[config.mk]
export PLATFORM = sky130hd
export DESIGN_NAME = cwd_top
export DESIGN_NICKNAME = d
export VERILOG_FILES = /design/src/logic/cwd_pkg.sv /design/src/logic/cwd_tick_counter.sv /design/src/logic/cwd_top.sv
export VERILOG_INCLUDE_DIRS = /design/src /design/src/logic
export SDC_FILE = /design/constraint.sdc
export NUM_CORES = 1
export LEC_CHECK = 0
export ABC_AREA = 1
export BUFFER_PORTS_ARGS = -buffer_cell sky130_fd_sc_hd__buf_2
export CAP_MARGIN = 30
export CORE_MARGIN = 5
export CORE_UTILIZATION = 40
export DETAILED_ROUTE_END_ITERATION = 8
export PLACE_DENSITY_LB_ADDON = 0.25
export SETUP_SLACK_MARGIN = 0.05
export SYNTH_ARGS = -nofsm -noshare
export SYNTH_HDL_FRONTEND = slang
export SYNTH_HIERARCHICAL = 1
export SYNTH_SLANG_ARGS = --single-unit
[constraint.sdc]
create_clock -name clk -period 2.7 [get_ports clk]
set_clock_uncertainty 0.05 [all_clocks]
set_input_delay 0.405 -clock clk [delete_from_list [all_inputs] [get_ports clk]]
set_output_delay 0.405 -clock clk [all_outputs]
set_load 0.05 [all_outputs]
[src/logic/cwd_regs.svh]
// register offsets, field positions, reset values and timing counts of the setup decoder
`ifndef CWD_REGS_SVH
`define CWD_REGS_SVH

// ********************************
// register offsets
// ********************************
`define CWD_OFF_SETUP   4'h0
`define CWD_OFF_CTRL    4'h4
`define CWD_OFF_STATUS  4'h8

// ********************************
// setup word fields
// ********************************
`define CWD_WORD_W      12
`define CWD_IMPL_W      10
`define CWD_UNIMPL_BITS 2'h3
`define CWD_ERASED      10'h3ff
`define CWD_B_START_DELAY_TIMER_ENABLE     9
`define CWD_B_BROWNOUT_RESET_ENABLE     8
`define CWD_B_SWPROT    7
`define CWD_B_IOSC      6
`define CWD_B_EXTRST    5
`define CWD_B_PGMPROT   4
`define CWD_B_WDTEN     3
`define CWD_B_OSC_HI    2

// ********************************
// control and status bits
// ********************************
`define CWD_C_ERASE     0
`define CWD_C_SLEEP     1
`define CWD_C_WDTCLR    2
`define CWD_S_LATCH     0
`define CWD_S_SLEEP     1
`define CWD_S_WDTTO     2
`define CWD_S_DLYRUN    3

// ********************************
// timing
// ********************************
`define CWD_CLK_PERIOD_NS  10
`define CWD_LONG_DELAY_MS  18
`define CWD_SHORT_DELAY_US 10
`define CWD_LONG_CYC  ((`CWD_LONG_DELAY_MS * 1000000) / `CWD_CLK_PERIOD_NS)
`define CWD_SHORT_CYC ((`CWD_SHORT_DELAY_US * 1000) / `CWD_CLK_PERIOD_NS)
`define CWD_DLY_W     21
`define CWD_WDT_W     8
`define CWD_WDT_TICKS 8'hff

`endif

[src/logic/cwd_pkg.sv]
// types shared by the setup word decoder
package cwd_pkg;

  // ********************************
  // oscillator select codes
  // ********************************
  typedef enum logic [2:0] {
    CWD_OSC_LP_XTAL  = 3'b000,
    CWD_OSC_STD_XTAL = 3'b001,
    CWD_OSC_HS_XTAL  = 3'b010,
    CWD_OSC_EXT_CLK  = 3'b011,
    CWD_OSC_INT_RC   = 3'b100,
    CWD_OSC_INT_RC_CO = 3'b101,
    CWD_OSC_EXT_RC   = 3'b110,
    CWD_OSC_EXT_RC_CO = 3'b111
  } cwd_osc_e;

  // ********************************
  // decoded options
  // ********************************
  typedef struct packed {
    cwd_osc_e osc_select_field;
    logic     start_delay_timer_enable;
    logic     long_start_delay;
    logic     brownout_reset_enable;
    logic     self_write_mem_protect;
    logic     internal_osc_speed_select;
    logic     ext_reset_pin_enable;
    logic     program_mem_protect;
    logic     watchdog_enable;
    logic     clock_output_function;
    logic     shared_osc_io_pin_gpio;
    logic     crystal_mode;
  } cwd_opts_s;

endpackage

[src/logic/cwd_tick_counter.sv]
// counter that pulses once each time it has counted limit enabled cycles
`timescale 1ns/1ps
module cwd_tick_counter #(
  parameter int W = 8
) (
  input  wire logic         clk,
  input  wire logic         rstn,
  input  wire logic         clr,
  input  wire logic         en,
  input  wire logic [W-1:0] limit,
  output logic              done
);

  logic [W-1:0] cnt_q;
  logic         last;

  assign last = (cnt_q == limit - W'(1));

  // clear wins over counting so a fresh reset cause restarts the full span
  always_ff @(posedge clk) begin
    if (!rstn || clr) begin
      cnt_q <= '0;
      done  <= 1'b0;
    end else if (en && last) begin
      cnt_q <= '0;
      done  <= 1'b1;
    end else begin
      cnt_q <= en ? cnt_q + W'(1) : cnt_q;
      done  <= 1'b0;
    end
  end

endmodule

[src/logic/cwd_top.sv]
// setup word holder, option decoder, start delay, watchdog and sleep control
//
// Summary of operation
// - 12-bit word, top two bits read one
// - erased word reads all ones
// - bit 9 enables 18 ms start delay
// - crystal modes always use 18 ms delay
// - other modes 10 us, 18 ms if enabled
// - bit 8 enables brown-out reset
// - bit 7 low protects self-write memory
// - bit 6 picks 8 or 4 MHz
// - bit 5 makes pin the external reset
// - only bit 3 enables the watchdog
// - watchdog ticks from its own oscillator
// - codes 000-010 pick crystal modes
// - codes 011,100,110 keep second pin general
// - codes 101,111 drive clock output
// - crystal modes accept external clock too
// - sleep ends on pin change or watchdog
// - latch set, timer waits pin high if bit 5 set
`timescale 1ns/1ps
`include "cwd_regs.svh"
module cwd_top #(
  parameter int unsigned DLY_LONG_CYC = `CWD_LONG_CYC
) (
  input  wire logic        clk,
  input  wire logic        rstn,
  input  wire logic [3:0]  bus_addr,
  input  wire logic [31:0] bus_wdata,
  input  wire logic        bus_wr,
  input  wire logic        bus_rd,
  output logic [31:0]      bus_rdata,
  input  wire logic        external_reset_pin_n,
  input  wire logic        brownout_detect,
  input  wire logic        wdt_rc_tick,
  input  wire logic        wake_pin_change,
  output cwd_pkg::cwd_opts_s opts,
  output logic             device_reset,
  output logic             sleep_state,
  output logic             wake_pulse,
  output logic             wdt_timeout,
  output logic             reset_pin_gpio_in
);

  // ********************************
  // storage
  // ********************************
  logic [`CWD_IMPL_W-1:0] word_q;
  logic [`CWD_IMPL_W-1:0] act_q;
  logic                   latch_q;
  logic                   sleep_q;
  logic                   wdt_sticky_q;
  logic                   dly_run_q;
  logic [31:0]            rdata_q;
  cwd_pkg::cwd_opts_s     opts_q;
  cwd_pkg::cwd_opts_s     opts_d;
  logic                   wake_q;
  logic                   wdt_to_q;
  logic                   gpio_q;

  // ********************************
  // bus decode
  // ********************************
  wire sel_setup  = (bus_addr == `CWD_OFF_SETUP);
  wire sel_ctrl   = (bus_addr == `CWD_OFF_CTRL);
  wire sel_status = (bus_addr == `CWD_OFF_STATUS);
  wire wr_setup   = bus_wr && sel_setup;
  wire wr_ctrl    = bus_wr && sel_ctrl;
  wire wr_status  = bus_wr && sel_status;
  wire do_erase   = wr_ctrl && bus_wdata[`CWD_C_ERASE];
  wire do_sleep   = wr_ctrl && bus_wdata[`CWD_C_SLEEP];
  wire do_wdtclr  = wr_ctrl && bus_wdata[`CWD_C_WDTCLR];
  wire clr_wdtsts = wr_status && bus_wdata[`CWD_S_WDTTO];

  // unimplemented top bits always read back as ones
  wire [`CWD_WORD_W-1:0] word_rd = {`CWD_UNIMPL_BITS, word_q};

  wire [31:0] status_rd = {28'h0, dly_run_q, wdt_sticky_q, sleep_q, latch_q};

  wire [31:0] rd_mux = sel_setup  ? {20'h0, word_rd} :
                       sel_status ? status_rd : 32'h0;

  // ********************************
  // option decode from the latched word
  // ********************************
  wire [2:0] osc_code = act_q[`CWD_B_OSC_HI:0];
  wire is_xtal  = (osc_code == cwd_pkg::CWD_OSC_LP_XTAL)
               || (osc_code == cwd_pkg::CWD_OSC_STD_XTAL)
               || (osc_code == cwd_pkg::CWD_OSC_HS_XTAL);
  wire clk_out  = (osc_code == cwd_pkg::CWD_OSC_INT_RC_CO)
               || (osc_code == cwd_pkg::CWD_OSC_EXT_RC_CO);
  wire drt_en   = act_q[`CWD_B_START_DELAY_TIMER_ENABLE];
  // crystals ignore the enable bit; the others lengthen only on request
  wire long_dly = is_xtal || drt_en;
  wire bor_en   = act_q[`CWD_B_BROWNOUT_RESET_ENABLE];
  wire ext_en   = act_q[`CWD_B_EXTRST];
  wire wdt_en   = act_q[`CWD_B_WDTEN];

  // decoded options as one bundle, registered before leaving the block
  always_comb begin
    opts_d = '0;
    opts_d.osc_select_field          = cwd_pkg::cwd_osc_e'(osc_code);
    opts_d.start_delay_timer_enable  = drt_en;
    opts_d.long_start_delay          = long_dly;
    opts_d.brownout_reset_enable     = bor_en;
    opts_d.self_write_mem_protect    = ~act_q[`CWD_B_SWPROT];
    opts_d.internal_osc_speed_select = act_q[`CWD_B_IOSC];
    opts_d.ext_reset_pin_enable      = ext_en;
    opts_d.program_mem_protect       = ~act_q[`CWD_B_PGMPROT];
    opts_d.watchdog_enable           = wdt_en;
    opts_d.clock_output_function     = clk_out;
    opts_d.shared_osc_io_pin_gpio    = !is_xtal && !clk_out;
    // first pin also takes a driven clock; second pin drive stays weak
    opts_d.crystal_mode              = is_xtal;
  end

  // ********************************
  // reset causes and start delay
  // ********************************
  logic dly_done;
  logic wdt_done;

  // with the pin given over to general input the external reset is inert
  wire pin_rst   = ext_en && !external_reset_pin_n;
  wire pin_high  = !ext_en || external_reset_pin_n;
  wire bor_rst   = bor_en && brownout_detect;
  wire wdt_rst   = wdt_done && !sleep_q;
  wire rst_cause = pin_rst || bor_rst || wdt_rst;

  wire [`CWD_DLY_W-1:0] dly_limit = long_dly ? `CWD_DLY_W'(DLY_LONG_CYC)
                                             : `CWD_DLY_W'(`CWD_SHORT_CYC);

  // timer is cleared by any cause and counts only with the pin high or the pin not used as external reset
  wire dly_clr = rst_cause || !latch_q;
  wire dly_en  = latch_q && pin_high;

  cwd_tick_counter #(
    .W (`CWD_DLY_W)
  ) u_dly (
    .clk   (clk),
    .rstn  (rstn),
    .clr   (dly_clr),
    .en    (dly_en),
    .limit (dly_limit),
    .done  (dly_done)
  );

  // ********************************
  // watchdog on its own oscillator ticks
  // ********************************
  // only the setup bit or the reset latch stops it; software can merely restart it
  wire wdt_clr = !wdt_en || do_wdtclr || latch_q;
  wire wdt_cnt = wdt_en && wdt_rc_tick;

  cwd_tick_counter #(
    .W (`CWD_WDT_W)
  ) u_wdt (
    .clk   (clk),
    .rstn  (rstn),
    .clr   (wdt_clr),
    .en    (wdt_cnt),
    .limit (`CWD_WDT_TICKS),
    .done  (wdt_done)
  );

  wire wake_now = sleep_q && (wake_pin_change || wdt_done);

  // ********************************
  // nonvolatile word and latched copy
  // ********************************
  // word starts erased; erase beats a program in the same cycle
  always_ff @(posedge clk) begin
    if (!rstn) begin
      word_q <= `CWD_ERASED;
    end else if (do_erase) begin
      word_q <= `CWD_ERASED;
    end else if (wr_setup) begin
      word_q <= bus_wdata[`CWD_IMPL_W-1:0];
    end
  end

  // copy follows the stored word only while the device is held in reset,
  // so a program write never changes a running configuration
  always_ff @(posedge clk) begin
    if (!rstn) begin
      act_q <= `CWD_ERASED;
    end else if (latch_q) begin
      act_q <= word_q;
    end
  end

  // ********************************
  // reset latch and sleep
  // ********************************
  // a fresh cause outranks a timer expiry in the same cycle
  always_ff @(posedge clk) begin
    if (!rstn) begin
      latch_q <= 1'b1;
    end else if (rst_cause) begin
      latch_q <= 1'b1;
    end else if (dly_done) begin
      latch_q <= 1'b0;
    end
  end

  always_ff @(posedge clk) begin
    if (!rstn || latch_q || wake_now) begin
      sleep_q <= 1'b0;
    end else if (do_sleep) begin
      sleep_q <= 1'b1;
    end
  end

  // timeout flag: a new timeout wins over a clear in the same cycle
  always_ff @(posedge clk) begin
    if (!rstn) begin
      wdt_sticky_q <= 1'b0;
    end else if (wdt_done) begin
      wdt_sticky_q <= 1'b1;
    end else if (clr_wdtsts) begin
      wdt_sticky_q <= 1'b0;
    end
  end

  // ********************************
  // output and read data flops
  // ********************************
  always_ff @(posedge clk) begin
    if (!rstn) begin
      opts_q    <= '0;
      dly_run_q <= 1'b0;
      wake_q    <= 1'b0;
      wdt_to_q  <= 1'b0;
      gpio_q    <= 1'b0;
      rdata_q   <= 32'h0;
    end else begin
      opts_q    <= opts_d;
      dly_run_q <= dly_en && !dly_clr;
      wake_q    <= wake_now;
      wdt_to_q  <= wdt_done;
      gpio_q    <= ext_en ? 1'b0 : external_reset_pin_n;
      rdata_q   <= bus_rd ? rd_mux : 32'h0;
    end
  end

  assign bus_rdata         = rdata_q;
  assign opts              = opts_q;
  assign device_reset      = latch_q;
  assign sleep_state       = sleep_q;
  assign wake_pulse        = wake_q;
  assign wdt_timeout       = wdt_to_q;
  assign reset_pin_gpio_in = gpio_q;
endmodule

Yosys cells after proc, flatten, opt, wreduce, memory -nomap -nowiden --
Cells that the tools add are included.
Operators by class: add/sub/neg operators 3, equal/unequal tests 8, muxes and demuxes 7, bitwise operators 4, reduce and logical (&&, ||, !) cells 51
Operators with widths (number):
- $add A21 B1 Y21 const B | 1
- $eq A21 B21 Y1 | 1
- $mux W21 | 1
- $sub A21 B1 Y21 const B | 1
- $logic_and A1 B1 Y1 | 17
- $logic_or A1 B1 Y1 | 15
- $mux W12 | 1
- $reduce_or A2 Y1 | 5
- $logic_not A1 Y1 | 9
- $add A8 B1 Y8 const B | 1
- $eq A8 B8 Y1 const B | 1
- $eq A3 B3 Y1 const B | 2
- $eq A4 B3 Y1 const B | 1
- $eq A4 B4 Y1 const B | 1
- $logic_not A4 Y1 | 1
- $mux W1 | 4
- $mux W4 | 1
- $not A1 Y1 | 4
- $eq A3 B1 Y1 const B | 1
- $eq A3 B2 Y1 const B | 1
- $logic_not A3 Y1 | 1
- $reduce_or A3 Y1 | 1
- $reduce_and A2 Y1 | 1
- $reduce_bool A2 Y1 | 1
Word-level totals: flip-flop bits (word level) 104, input bits 44, output and inout bits 51, logic and storage cells 100

Logic depth before layout (Yosys ltp) --
Gate-level depths: netlist of run 1.
word-level depth 9, gate-level depth with buffers 17

Cells and area by module --
The synthesis of run 1 kept the hierarchy.
Modules (own cells, without submodules):
- cwd_top | times used 1, cells an instance 249, area an instance 2028.2 um^2, sequential area each 1041.0 um^2
- cwd_tick_counter (u_dly) | times used 1, cells an instance 321, area an instance 1991.9 um^2, sequential area each 440.4 um^2
- cwd_tick_counter (u_wdt) | times used 1, cells an instance 102, area an instance 678.2 um^2, sequential area each 180.2 um^2

Worst setup path before layout of run 1 --
OpenSTA, ideal clock, no wires.
path type flip-flop to flip-flop, start register act_q[0], end register u_dly.cnt_q[7], setup time 117 ps, arrival time 2526 ps, data required time 2533 ps, path slack 7 ps, stages on the path, launching flop included 16, cells stage by stage dfxtp_1 > a21oi_1 > nor2_1 > inv_1 > xor2_1 > inv_1 > nand2_1 > nand2_1 > nand2_1 > nor2_1 > nand2_1 > nor2_2 > nand3_2 > nand2_4 > buf_12 > nor2_2
On the way: word-level cells in the longest chain between the ends 9
RTL lines:
- start, declared | RTL line cwd_top.sv:49 | logic [`CWD_IMPL_W-1:0] act_q;
- start signal, assigned | RTL line cwd_top.sv:186 | act_q <= `CWD_ERASED;
- start signal, assigned | RTL line cwd_top.sv:188 | act_q <= word_q;
- $eq A3 B1 Y1 or $logic_not A3 Y1 (tied branches) | RTL line cwd_top.sv:88, cwd_top.sv:87
- $logic_or A1 B1 Y1 | RTL line cwd_top.sv:88 | || (osc_code == cwd_pkg::CWD_OSC_STD_XTAL)
- $logic_or A1 B1 Y1 (*) | RTL line cwd_top.sv:89 | || (osc_code == cwd_pkg::CWD_OSC_HS_XTAL);
- $logic_or A1 B1 Y1 (*) | RTL line cwd_top.sv:94 | wire long_dly = is_xtal || drt_en;
- $mux W21 (*) | RTL line cwd_top.sv:130 | wire [`CWD_DLY_W-1:0] dly_limit = long_dly ? `CWD_DLY_W'(DLY_LONG_CYC)
- via dly_limit[3] | RTL line cwd_top.sv:130
- $sub A21 B1 Y21 (*) | RTL line cwd_tick_counter.sv:17 | assign last = (cnt_q == limit - W'(1));
- $eq A21 B21 Y1 (*) | RTL line cwd_tick_counter.sv:17
- $logic_and A1 B1 Y1 (*) | RTL line cwd_tick_counter.sv:24 | end else if (en && last) begin
- $reduce_or A2 Y1 (no source line) (*)
- end signal, assigned | RTL line cwd_tick_counter.sv:28 | cnt_q <= en ? cnt_q + W'(1) : cnt_q;
- end, declared | RTL line cwd_tick_counter.sv:14 | logic [W-1:0] cnt_q;
The timed path passes the listed nets; every way through them passes the cells marked *. A chain may end at the register's enable or synchronous reset.

Final worst setup path of run 1 --
start register act_q[0], end register u_dly.cnt_q[18]
Same word-level chain as after synthesis.

==> impl_results.md, run 1 <==
* Status: completed
* # port buffers at 52
* CTS tree: built
* Worst hold path type: in -> reg
* Initial antenna violation count at 0
* CTS root buf: clkbuf_16
* Layout cells sized above 1 at 16.0%
* Sequential area share after synthesis at 35.4%
* Largest net degree at the start of global routing at 28
* Crit-path cells: a21oi_1, nor2_2, buf_4, inv_2, nand3_4, nor2_1, nand2_1, nand2_1, nand2_1, nor2_1, nand2_1, nor2_2, nand3_2, nand2_8, nor2_1
* Crit Path Class: reg -> reg
* I/O pin count at 95
* Die Width at 118 um
* # rows at 39
* Clock Path Buffers at 2
* Clk Latency, worst-skew pair at 330 ps
* Leak at 0.00268 uW
* Sink Count at 83
* Worst R2R Start: act_q[0]
* Mapped Area at 0.00470 mm2
* PwrDens at 508 mW/mm2
* Die height at 118 um
* Slew Viols, Final at 0
* Cell repeated most along the worst path: nand2_1
* Crit Path Max Fanout at 21
* Post-synth top area share at 35.4%
* Post-route DRC at 0
* Number of diodes at 0
* Flops & latches, synth at 83
* P&R area growth vs syn at 16.6%
* Final net count at 820
* Crit. End Element: flip-flop
* Async set or reset register ratio after synthesis at 0%
* Final hold violations at 0
* Pre-CTS setup slack at 300 ps
* Postcts setup bufs at 0
* DR vias at 3972
* Number of enable flip-flop cells after synthesis at 0
* Remaining Overflow, GRT at 0
* Maximum vdd drop at 0.286 mV
* FF-to-FF setup slack at 400 ps
* Critical Path RT at 2870 ps
* Critical-path top delay cell: dfxtp_1
* Initial Util at 41.0%
* Gr usage total at 13.6%
* Fmax achieved at 434 MHz
* Avg Cell Area, Syn at 6.99 um2
* Crit path to: u_dly/cnt_q[18]
* Vias in the first global route at 3733
* Clock Pin Slew Worst Setup and Hold Paths at 70 ps
* Final core utilization at 47.8%
* Pre-antenna DRT Iters at 4
* HPWL Detailed at 7440 um
* Yosys cell types at 39
* CP Launch Point: act_q[0]
* Relative slew margins at 64.3%
* Mapped Cells at 672
* RSZ-0062 raised after global routing: no
* Most used DFF post-synth: dfxtp_1
* Total Power at 2780 uW
* Vias per inst at 4.32
* Tmin final at 2300 ps
* Max-Cap Viols at 0
* Final WS setup at 396 ps
* First-pass GRT wire length at 16400 um
* Initial DRC count at 165
* Die area at 0.0140 mm2
* H-tree depth at 3
* Crit path largest cell delay at 340 ps
* Worst r2r path cells at 15
* CTS buffer count at 9
* # setup viols final at 0
* Synth area leader: dfxtp_1
* Post-DR wirelength/cell at 10.3 um
* Final std cells w/o fill at 920
* Post-route ant nets at 0
* Worst-Margin Slew at 536 ps
* Post-Place Cells at 904
* Crit path arrival time at 2470 ps
* Total Wirelength at 9480 um
* Worst setup SP type: flip-flop
* Largest cells by area after synthesis: dfxtp_1 35%, nand2_1 14%, inv_1 7.3%
* GP Congestion at 0.849
* Setup TNS at 0 ps
* Yosys warns at 6
* Worst reg2reg path endpoint: u_dly/cnt_q[18]
* Core Region at 0.0115 mm2
* Final Cycle Share at 85.3%
## worst max-delay path, delay by kind of cell (launching register included)
family	cells	cell delay, ps
and+or+nand+nor	12	1230
DFF	1	340
AOI/OAI and AO/OA	1	280
buffers and inverters	2	290
## stage by stage
stage	area, um2	hold WS, ps
global placement	5160	358
global route	5480	320
CTS	5470	302
floorplan	4960	338
finish	5480	300
detailed placement	5160	356
## synthesized netlist by cell type (5+ instances only)
cell,count
xnor2_1,18
nor2_1,86
nand3_2,5
nand4_1,20
inv_1,91
nand3_1,28
nor2_2,22
buf_4,23
buf_2,8
o21ai_0,9
nand2_1,175
nor2_4,5
xor2_1,30
o211ai_1,10
dfxtp_1,83
nor3_1,8
## state kept, by name, indices dropped and copies added, names as in the netlist, 8 cells and up
register and flops:
word_q 10, act_q 10, u_wdt/cnt_q 8, bus_rdata 11, opts 14, u_dly/cnt_q 21
## routing by layer
| layer | vias up | routed length [um] | global-route usage (%) |
|---|---|---|---|
| met5 | - | 0 | 0 |
| met4 | 0 | 58 | 3.61 |
| met3 | 5 | 385 | 3.30 |
| met2 | 50 | 4460 | 23.2 |
| met1 | 1738 | 4580 | 17.2 |
| li1 | 2179 | - | - |
## cell type report
type | instances | area (um2)
fill | 1130 | 5990
multi-input combinational | 527 | 2680
sequential | 83 | 1660
inverter | 95 | 357
timing repair buffer | 56 | 290
clock buffer | 10 | 239
tap | 143 | 179
clock inverter | 6 | 71.3
## power by group
part	switching (uW)	internal [uW]
registers	4.69	1240
clock network	503	750
logic	218	66.4
total	725	2050
## layout by cell type (no fill, tap or decap), types with 2 or more instances in the layout
master	netlist	routed
nand2_1	175	175
o21bai_1	3	3
clkbuf_16	0	9
o21ai_1	2	2
nor3_1	8	8
mux2i_1	2	2
nand3_2	5	5
o211ai_1	10	10
xor2_1	30	30
nor2_1	86	85
a21oi_1	4	4
buf_2	8	52
inv_6	0	2
nand4_1	20	20
nand3_1	28	28
ha_1	4	4
nand4_2	2	2
o21ai_2	4	4
nand2_2	4	4
dfxtp_1	83	83
nand3b_1	4	4
inv_2	4	4
inv_1	91	91
o21ai_0	9	9
nor2_2	22	23
clkinvlp_4	0	2
nor4_1	2	2
nor2_4	5	5
conb_1	2	71
buf_4	23	4
xnor2_1	18	18
## worst min path at each step
stage,startpoint,endpoint,cells after the start
global placement,u_dly/done,device_reset,1
detailed placement,act_q[7],opts[7],1
CTS,external_reset_pin_n,reset_pin_gpio_in,3
global route,external_reset_pin_n,reset_pin_gpio_in,3
floorplan,u_dly/done,device_reset,1
finish,external_reset_pin_n,reset_pin_gpio_in,3
## kinds of logic (layout without fill, tap and decap cells)
group	Yosys count	count (layout)	share of synthesized area, %
flip-flops	83	83	35.4
other	2	71	0.160
adder cells (fa/ha/maj)	4	4	1.07
buffers and inverters	131	167	13.4
AND/OR/NAND/NOR	370	370	36.2
multiplexers	2	2	0.426
XOR/XNOR	48	48	8.95
AO/OA/AOI/OAI	32	32	4.42
## what timing repair did
action                                  in CTS  in global routing
hold buffers                                 0                  0
endpoints found under the setup margin       0                 10
gates resized for setup                      0                  1
hold endpoints to repair                     0                  0
Note: power is estimated with default switching activity, not from simulation.
==> inputs of run 2 (changes only) <==
--- a/config.mk
+++ b/config.mk
@@ -6,7 +6,6 @@
 export SDC_FILE = /design/constraint.sdc
 export NUM_CORES = 1
 export LEC_CHECK = 0
-export ABC_AREA = 1
 export BUFFER_PORTS_ARGS = -buffer_cell sky130_fd_sc_hd__buf_2
 export CAP_MARGIN = 30
 export CORE_MARGIN = 5
==> impl_results.md, run 2 <==
* CTS tree: built
* Post-synth top area share at 38.7%
* Remaining Overflow, GRT at 0
* Mapped Area at 0.00430 mm2
* Sink Count at 83
* Worst setup SP type: flip-flop
* HPWL Detailed at 6710 um
* Initial DRC count at 130
* P&R area growth vs syn at 24.7%
* Max-Cap Viols at 0
* Total Wirelength at 8920 um
* Most used DFF post-synth: dfxtp_1
* Most common cell in the netlist: dfxtp_1
* Clock Pin Slew Worst Setup and Hold Paths at 90 ps
* RSZ-0062 raised after global routing: yes
* Clock Path Buffers at 2
* First-pass GRT wire length at 15400 um
* Final std cells w/o fill at 730
* Initial Util at 41.2%
* Die height at 114 um
* Post-route DRC at 0
* Final hold violations at 0
* CTS buffer count at 9
* Critical-path top delay cell: or4_4
* DR vias at 3385
* Hold-critical path depth at 2
* Core Region at 0.0104 mm2
* Vias per inst at 4.64
* Maximum vdd drop at 0.320 mV
* Post-Place Cells at 708
* Status: finished with violations
* Crit path largest cell delay at 540 ps
* Crit Path Class: reg -> reg
* Number of diodes at 0
* Crit-path cells: a21oi_4, nor2_4, buf_6, buf_8, buf_4, xnor2_1, a21oi_1, or4_4, a2111oi_4, buf_4, clkbuf_16, nor3_2
* Crit. End Element: flip-flop
* Register area at 0.00167 mm2
* Worst hold margin at 193 ps
* PwrDens at 467 mW/mm2
* Yosys warns at 6
* Worst-Margin Slew at 735 ps
* I/O pin count at 95
* Yosys cell types at 60
* CP Launch Point: act_q[1]
* Fmax achieved at 366 MHz
* Pre-antenna DRT Iters at 4
* # setup viols final at 12
* Largest register FFs at 21
* # rows at 37
* Post-synth top cells: 83 x dfxtp_1, 31 x nand2_1, 31 x xor2_1
* Worst r2r path cells at 12
* Layout cells sized above 1 at 24.1%
* Avg Cell Area, Syn at 9.55 um2
* FILL cells at 993
* Mapped Cells at 450
* Most common cell after layout, fill and taps aside: conb_1
* FF-to-FF setup slack at -30 ps
* Crit Path Max Fanout at 6
* Leak at 0.00219 uW
* Worst reg2reg path endpoint: u_dly/cnt_q[20]
* Synth area leader: dfxtp_1
* Worst hold start: bus_wdata[4]
* Failing checks: setup timing
* Hold_buf cts at 0
* Number of enable flip-flop cells after synthesis at 0
* Relative slew margins at 50.9%
* H-tree depth at 3
* Final Cycle Share at 101%
* Worst hold path type: in -> reg
* Final WS setup at -29.8 ps
* Area taken by multi-input logic gates at 0.00274 mm2
* # port buffers at 52
* Die Width at 114 um
* Post-DR wirelength/cell at 12.2 um
* Die area at 0.0129 mm2
* Final net count at 637
* Commonest cells after routing, fill and taps aside: 85 x conb_1, 79 x dfxtp_1, 52 x buf_2
* Largest cells by area after synthesis: dfxtp_1 39%, xor2_1 6.3%, xnor2_1 6.1%
* GP Congestion at 0.776
* Async set or reset register ratio after synthesis at 0%
* Critical Path RT at 2880 ps
* CTS root buf: clkbuf_8
* Cell repeated most along the worst path: buf_4
* Crit path arrival time at 2910 ps
* Post-route ant nets at 0
* Clk Latency, worst-skew pair at 360 ps
* Sequential area share after synthesis at 38.7%
* WHS Endpoint: word_q[4]
* Largest net degree at the start of global routing at 23
* Initial antenna violation count at 0
* Worst R2R Start: act_q[1]
* Tmin final at 2730 ps
* Flops & latches, synth at 83
* Gr usage total at 14.6%
* Slew Viols, Final at 0
* Vias in the first global route at 3378
* Reg with most FFs: u_dly/cnt_q
[run 2: cell count changes in the layout (fill, tap and decap cells not counted), sizes merged, moves of 9 or more]
cell	delta
conb	+14
nor2b	+11
and2	+19
xnor2	+13
mux2i	+11
nand2	-150
nor2	-85
nand4	-12
o22a	+9
inv	-84
o211ai	-10
buf	+22
nor3	+20
nand3	-18
[run 2: area by class of cell]
| class | instances | share of cell area [%] |
|---|---|---|
| Multi-Input combinational cell | 406 | 51.2 |
| Sequential cell | 83 | 31.2 |
| Timing Repair Buffer | 79 | 9.55 |
| Tap cell | 136 | 3.18 |
| Clock buffer | 10 | 2.78 |
| Clock inverter | 6 | 1.40 |
| Inverter | 10 | 0.771 |
[run 2: through the flow]
stage / worst slack [ps] / power [uW] / setup TNS, ps / utilization [%] / cell area [um2]
floorplan: -216 / 1500 / -4400 / - / 4650
CTS: -81.1 / 2530 / -1050 / 51.1 / 5320
global route: -191 / 2620 / -3690 / 51.4 / 5360
global placement: -263 / 1530 / -5300 / 48.0 / 5000
detailed placement: -280 / 1540 / -5700 / 48.0 / 5000
finish: -29.8 / 2500 / -191 / 51.4 / 5360
[run 2: logic make-up after synthesis]
| kind of cell | count (synthesis) | share of synthesized area [%] |
|---|---|---|
| DFF | 83 | 38.7 |
| muxes | 13 | 3.03 |
| adders and majority gates | 4 | 1.16 |
| xor gates and xnor gates | 62 | 12.8 |
| AOI/OAI and AO/OA | 47 | 9.12 |
| and+or+nand+nor | 195 | 28.8 |
| other | 2 | 0.175 |
| buffers and inverters | 44 | 6.23 |
[run 2: worst max-delay path by stage]
stage | end | slack (ps) | cells after the start
3_3_place_gp | u_dly/done | -260 | 11
5_1_grt | u_dly/cnt_q[20] | -190 | 12
3_5_place_dp | u_dly/done | -280 | 11
4_1_cts | u_dly/done | -80 | 12
6_report | u_dly/cnt_q[20] | -30 | 12
2_1_floorplan | u_dly/cnt_q[11] | -220 | 9
[run 2: timing repair]
action | CTS | global route
setup endpoints to repair | 22 | 22
cloned | 2 | 0
gates resized for setup | 7 | 7
setup buffers | 3 | 1
pin swaps | 10 | 5
[run 2: layer usage]
metal	GRT usage (%)	share of wire, %	wire [um]
met1	18.0	45	4050
met2	25.0	49	4340
met3	4.08	4.7	421
met4	4.01	1.3	112
met5	0	0	0
[run 2: power breakdown]
| part | total [uW] | switching (uW) | internal, uW |
|---|---|---|---|
| Combinational | 274 | 196 | 77.6 |
| Clock | 985 | 485 | 500 |
| Sequential | 1240 | 5.81 | 1240 |
[run 2: critical path: cells and delay by family (launching register included)]
family                    cells  cell delay, ps
AOI/OAI and AO/OA             3             600
xor gates and xnor gates      1             190
buffers and inverters         5             770
DFF                           1             350
and+or+nand+nor               3             650
==> inputs of run 3 (changes only) <==
==> constraint.sdc (replaced) <==
create_clock -name clk -period 3.1 [get_ports clk]
set_clock_uncertainty 0.05 [all_clocks]
set_input_delay 0.465 -clock clk [delete_from_list [all_inputs] [get_ports clk]]
set_output_delay 0.465 -clock clk [all_outputs]
set_load 0.05 [all_outputs]
==> impl_results.md, run 3 (synthesis gave the netlist of run 2 again) <==
* Status: completed
* Met1 usage at 17.4%
* Worst-Margin Slew at 597 ps
* Clock Path Buffers at 2
* Gr usage total at 13.6%
* Layout cells sized above 1 at 21.8%
* Post-route ant nets at 0
* Crit path largest cell delay at 580 ps
* CTS buffer count at 9
* GP Congestion at 0.810
* Post-route DRC at 0
* Leak at 0.00210 uW
* Die area at 0.0129 mm2
* Clk Latency, worst-skew pair at 340 ps
* RSZ-0062 raised after global routing: no
* Critical path buffers and inverters at 2
* H-tree depth at 3
* Top delay family on crit path: simple AND/OR/NAND/NOR gates
* Pre-antenna DRT Iters at 4
* Post-DR wirelength/cell at 12.1 um
* Largest register FFs at 21
* Worst setup SP type: flip-flop
* Critical Path RT at 3270 ps
* Final core utilization at 49.6%
* Final net count at 626
* Die height at 114 um
* Relative slew margins at 60.2%
* Crit Path Max Fanout at 11
* GR Layer Usage met2 at 23.1%
* Crit-path cells: a21oi_2, nor2_4, xnor2_1, xnor2_1, nor4_1, o2111ai_1, or4_4, a2111oi_4, buf_4, clkbuf_16, nor3_2
* Tmin final at 2930 ps
* Final Cycle Share at 94.7%
* Area after DPL at 0.00493 mm2
* Commonest cells after routing, fill and taps aside: 85 x conb_1, 81 x dfxtp_1, 52 x buf_2
* DR vias at 3340
* Final instance area at 0.00516 mm2
* # rows at 37
* Fmax achieved at 341 MHz
* Slew Viols, Final at 0
* Gr busiest metal: met2
* Max-Cap Viols at 0
* Crit path arrival time at 3110 ps
* Core Region at 0.0104 mm2
* Initial antenna violation count at 0
* Remaining Overflow, GRT at 0
* P&R area growth vs syn at 20.2%
* Sink Count at 83
* Most common cell after layout, fill and taps aside: conb_1
* Die Width at 114 um
* Setup TNS at 0 ps
* Cell repeated most along the worst path: xnor2_1
* Total Wirelength at 8710 um
* PwrDens at 389 mW/mm2
* Initial DRC count at 125
* Final hold violations at 0
* # setup viols final at 0
* Reg with most FFs: u_dly/cnt_q
* FILL cells at 987
* Crit Path Class: reg -> reg
* Crit. End Element: flip-flop
* HPWL Detailed at 6480 um
* Largest net degree at the start of global routing at 38
* Clock Pin Slew Worst Setup and Hold Paths at 90 ps
* Vias per inst at 4.65
* Maximum vdd drop at 0.296 mV
* Worst hold path type: in -> reg
* First-pass GRT wire length at 14600 um
* M3 GR Usage at 2.55%
* Initial Util at 41.2%
* Number of diodes at 0
* CTS tree: built
* I/O pin count at 95
* Critical-path top delay cell: or4_4
* Vias in the first global route at 3188
* CTS root buf: clkbuf_8
* # port buffers at 52
run 3: cell types whose count changed in the layout (fill, tap and decap cells not counted), sizes merged:
cell      previous run  this run
buf                 78        67
clkinvlp             2         4
bufinv               1         0
inv                 13        12
run 3: per-stage QoR:
step	worst slack [ps]	std cells	hold WS [ps]	power, uW
final	165	719	268	2010
after floorplan	54.4	533	341	1310
after CTS	147	715	249	2040
after detailed placement	-25.2	699	356	1330
after global placement	19.4	699	351	1330
after global routing	61.9	719	241	2120
run 3: cell type report:
class,instances,area (um2),area share (%)
Inverter,10,41.3,0.800
Clock buffer,10,128,2.47
Clock inverter,6,48.8,0.945
Timing Repair Buffer,68,414,8.02
Sequential cell,83,1670,32.3
Tap cell,136,170,3.30
Multi-Input combinational cell,406,2690,52.2
run 3: power by group:
part | leakage (uW) | switching [uW] | internal, uW
clock network | 0.0000799 | 398 | 300
logic | 0.00134 | 167 | 62.9
registers | 0.000673 | 5.88 | 1080
total | 0.00210 | 571 | 1440
run 3: layer usage:
| layer | wire (um) | share of wire, % | up-vias |
|---|---|---|---|
| met5 | 0 | 0 | - |
| li1 | - | - | 1732 |
| met3 | 302 | 3.5 | 7 |
| met2 | 4280 | 49 | 49 |
| met1 | 4040 | 46 | 1552 |
| met4 | 93 | 1.1 | 0 |
run 3: path summary, 6_finish.rpt:
path | from | endpoint | slack [ps] | depth (start not counted)
worst min-delay path | bus_wdata[8] | word_q[8] | 270 | 2
worst min register to register | act_q[4] | opts[4] | 370 | 1
worst max register to register | act_q[1] | u_dly/cnt_q[2] | 170 | 11
worst max-delay path | act_q[1] | u_dly/cnt_q[2] | 170 | 11
run 3: what timing repair did:
item / in CTS / in global routing
setup endpoints to repair: 1 / 22
pin swaps: 0 / 2
hold buffers: 0 / 0
resized for setup: 1 / 4
setup buffers: 0 / 3
cloned: 0 / 1
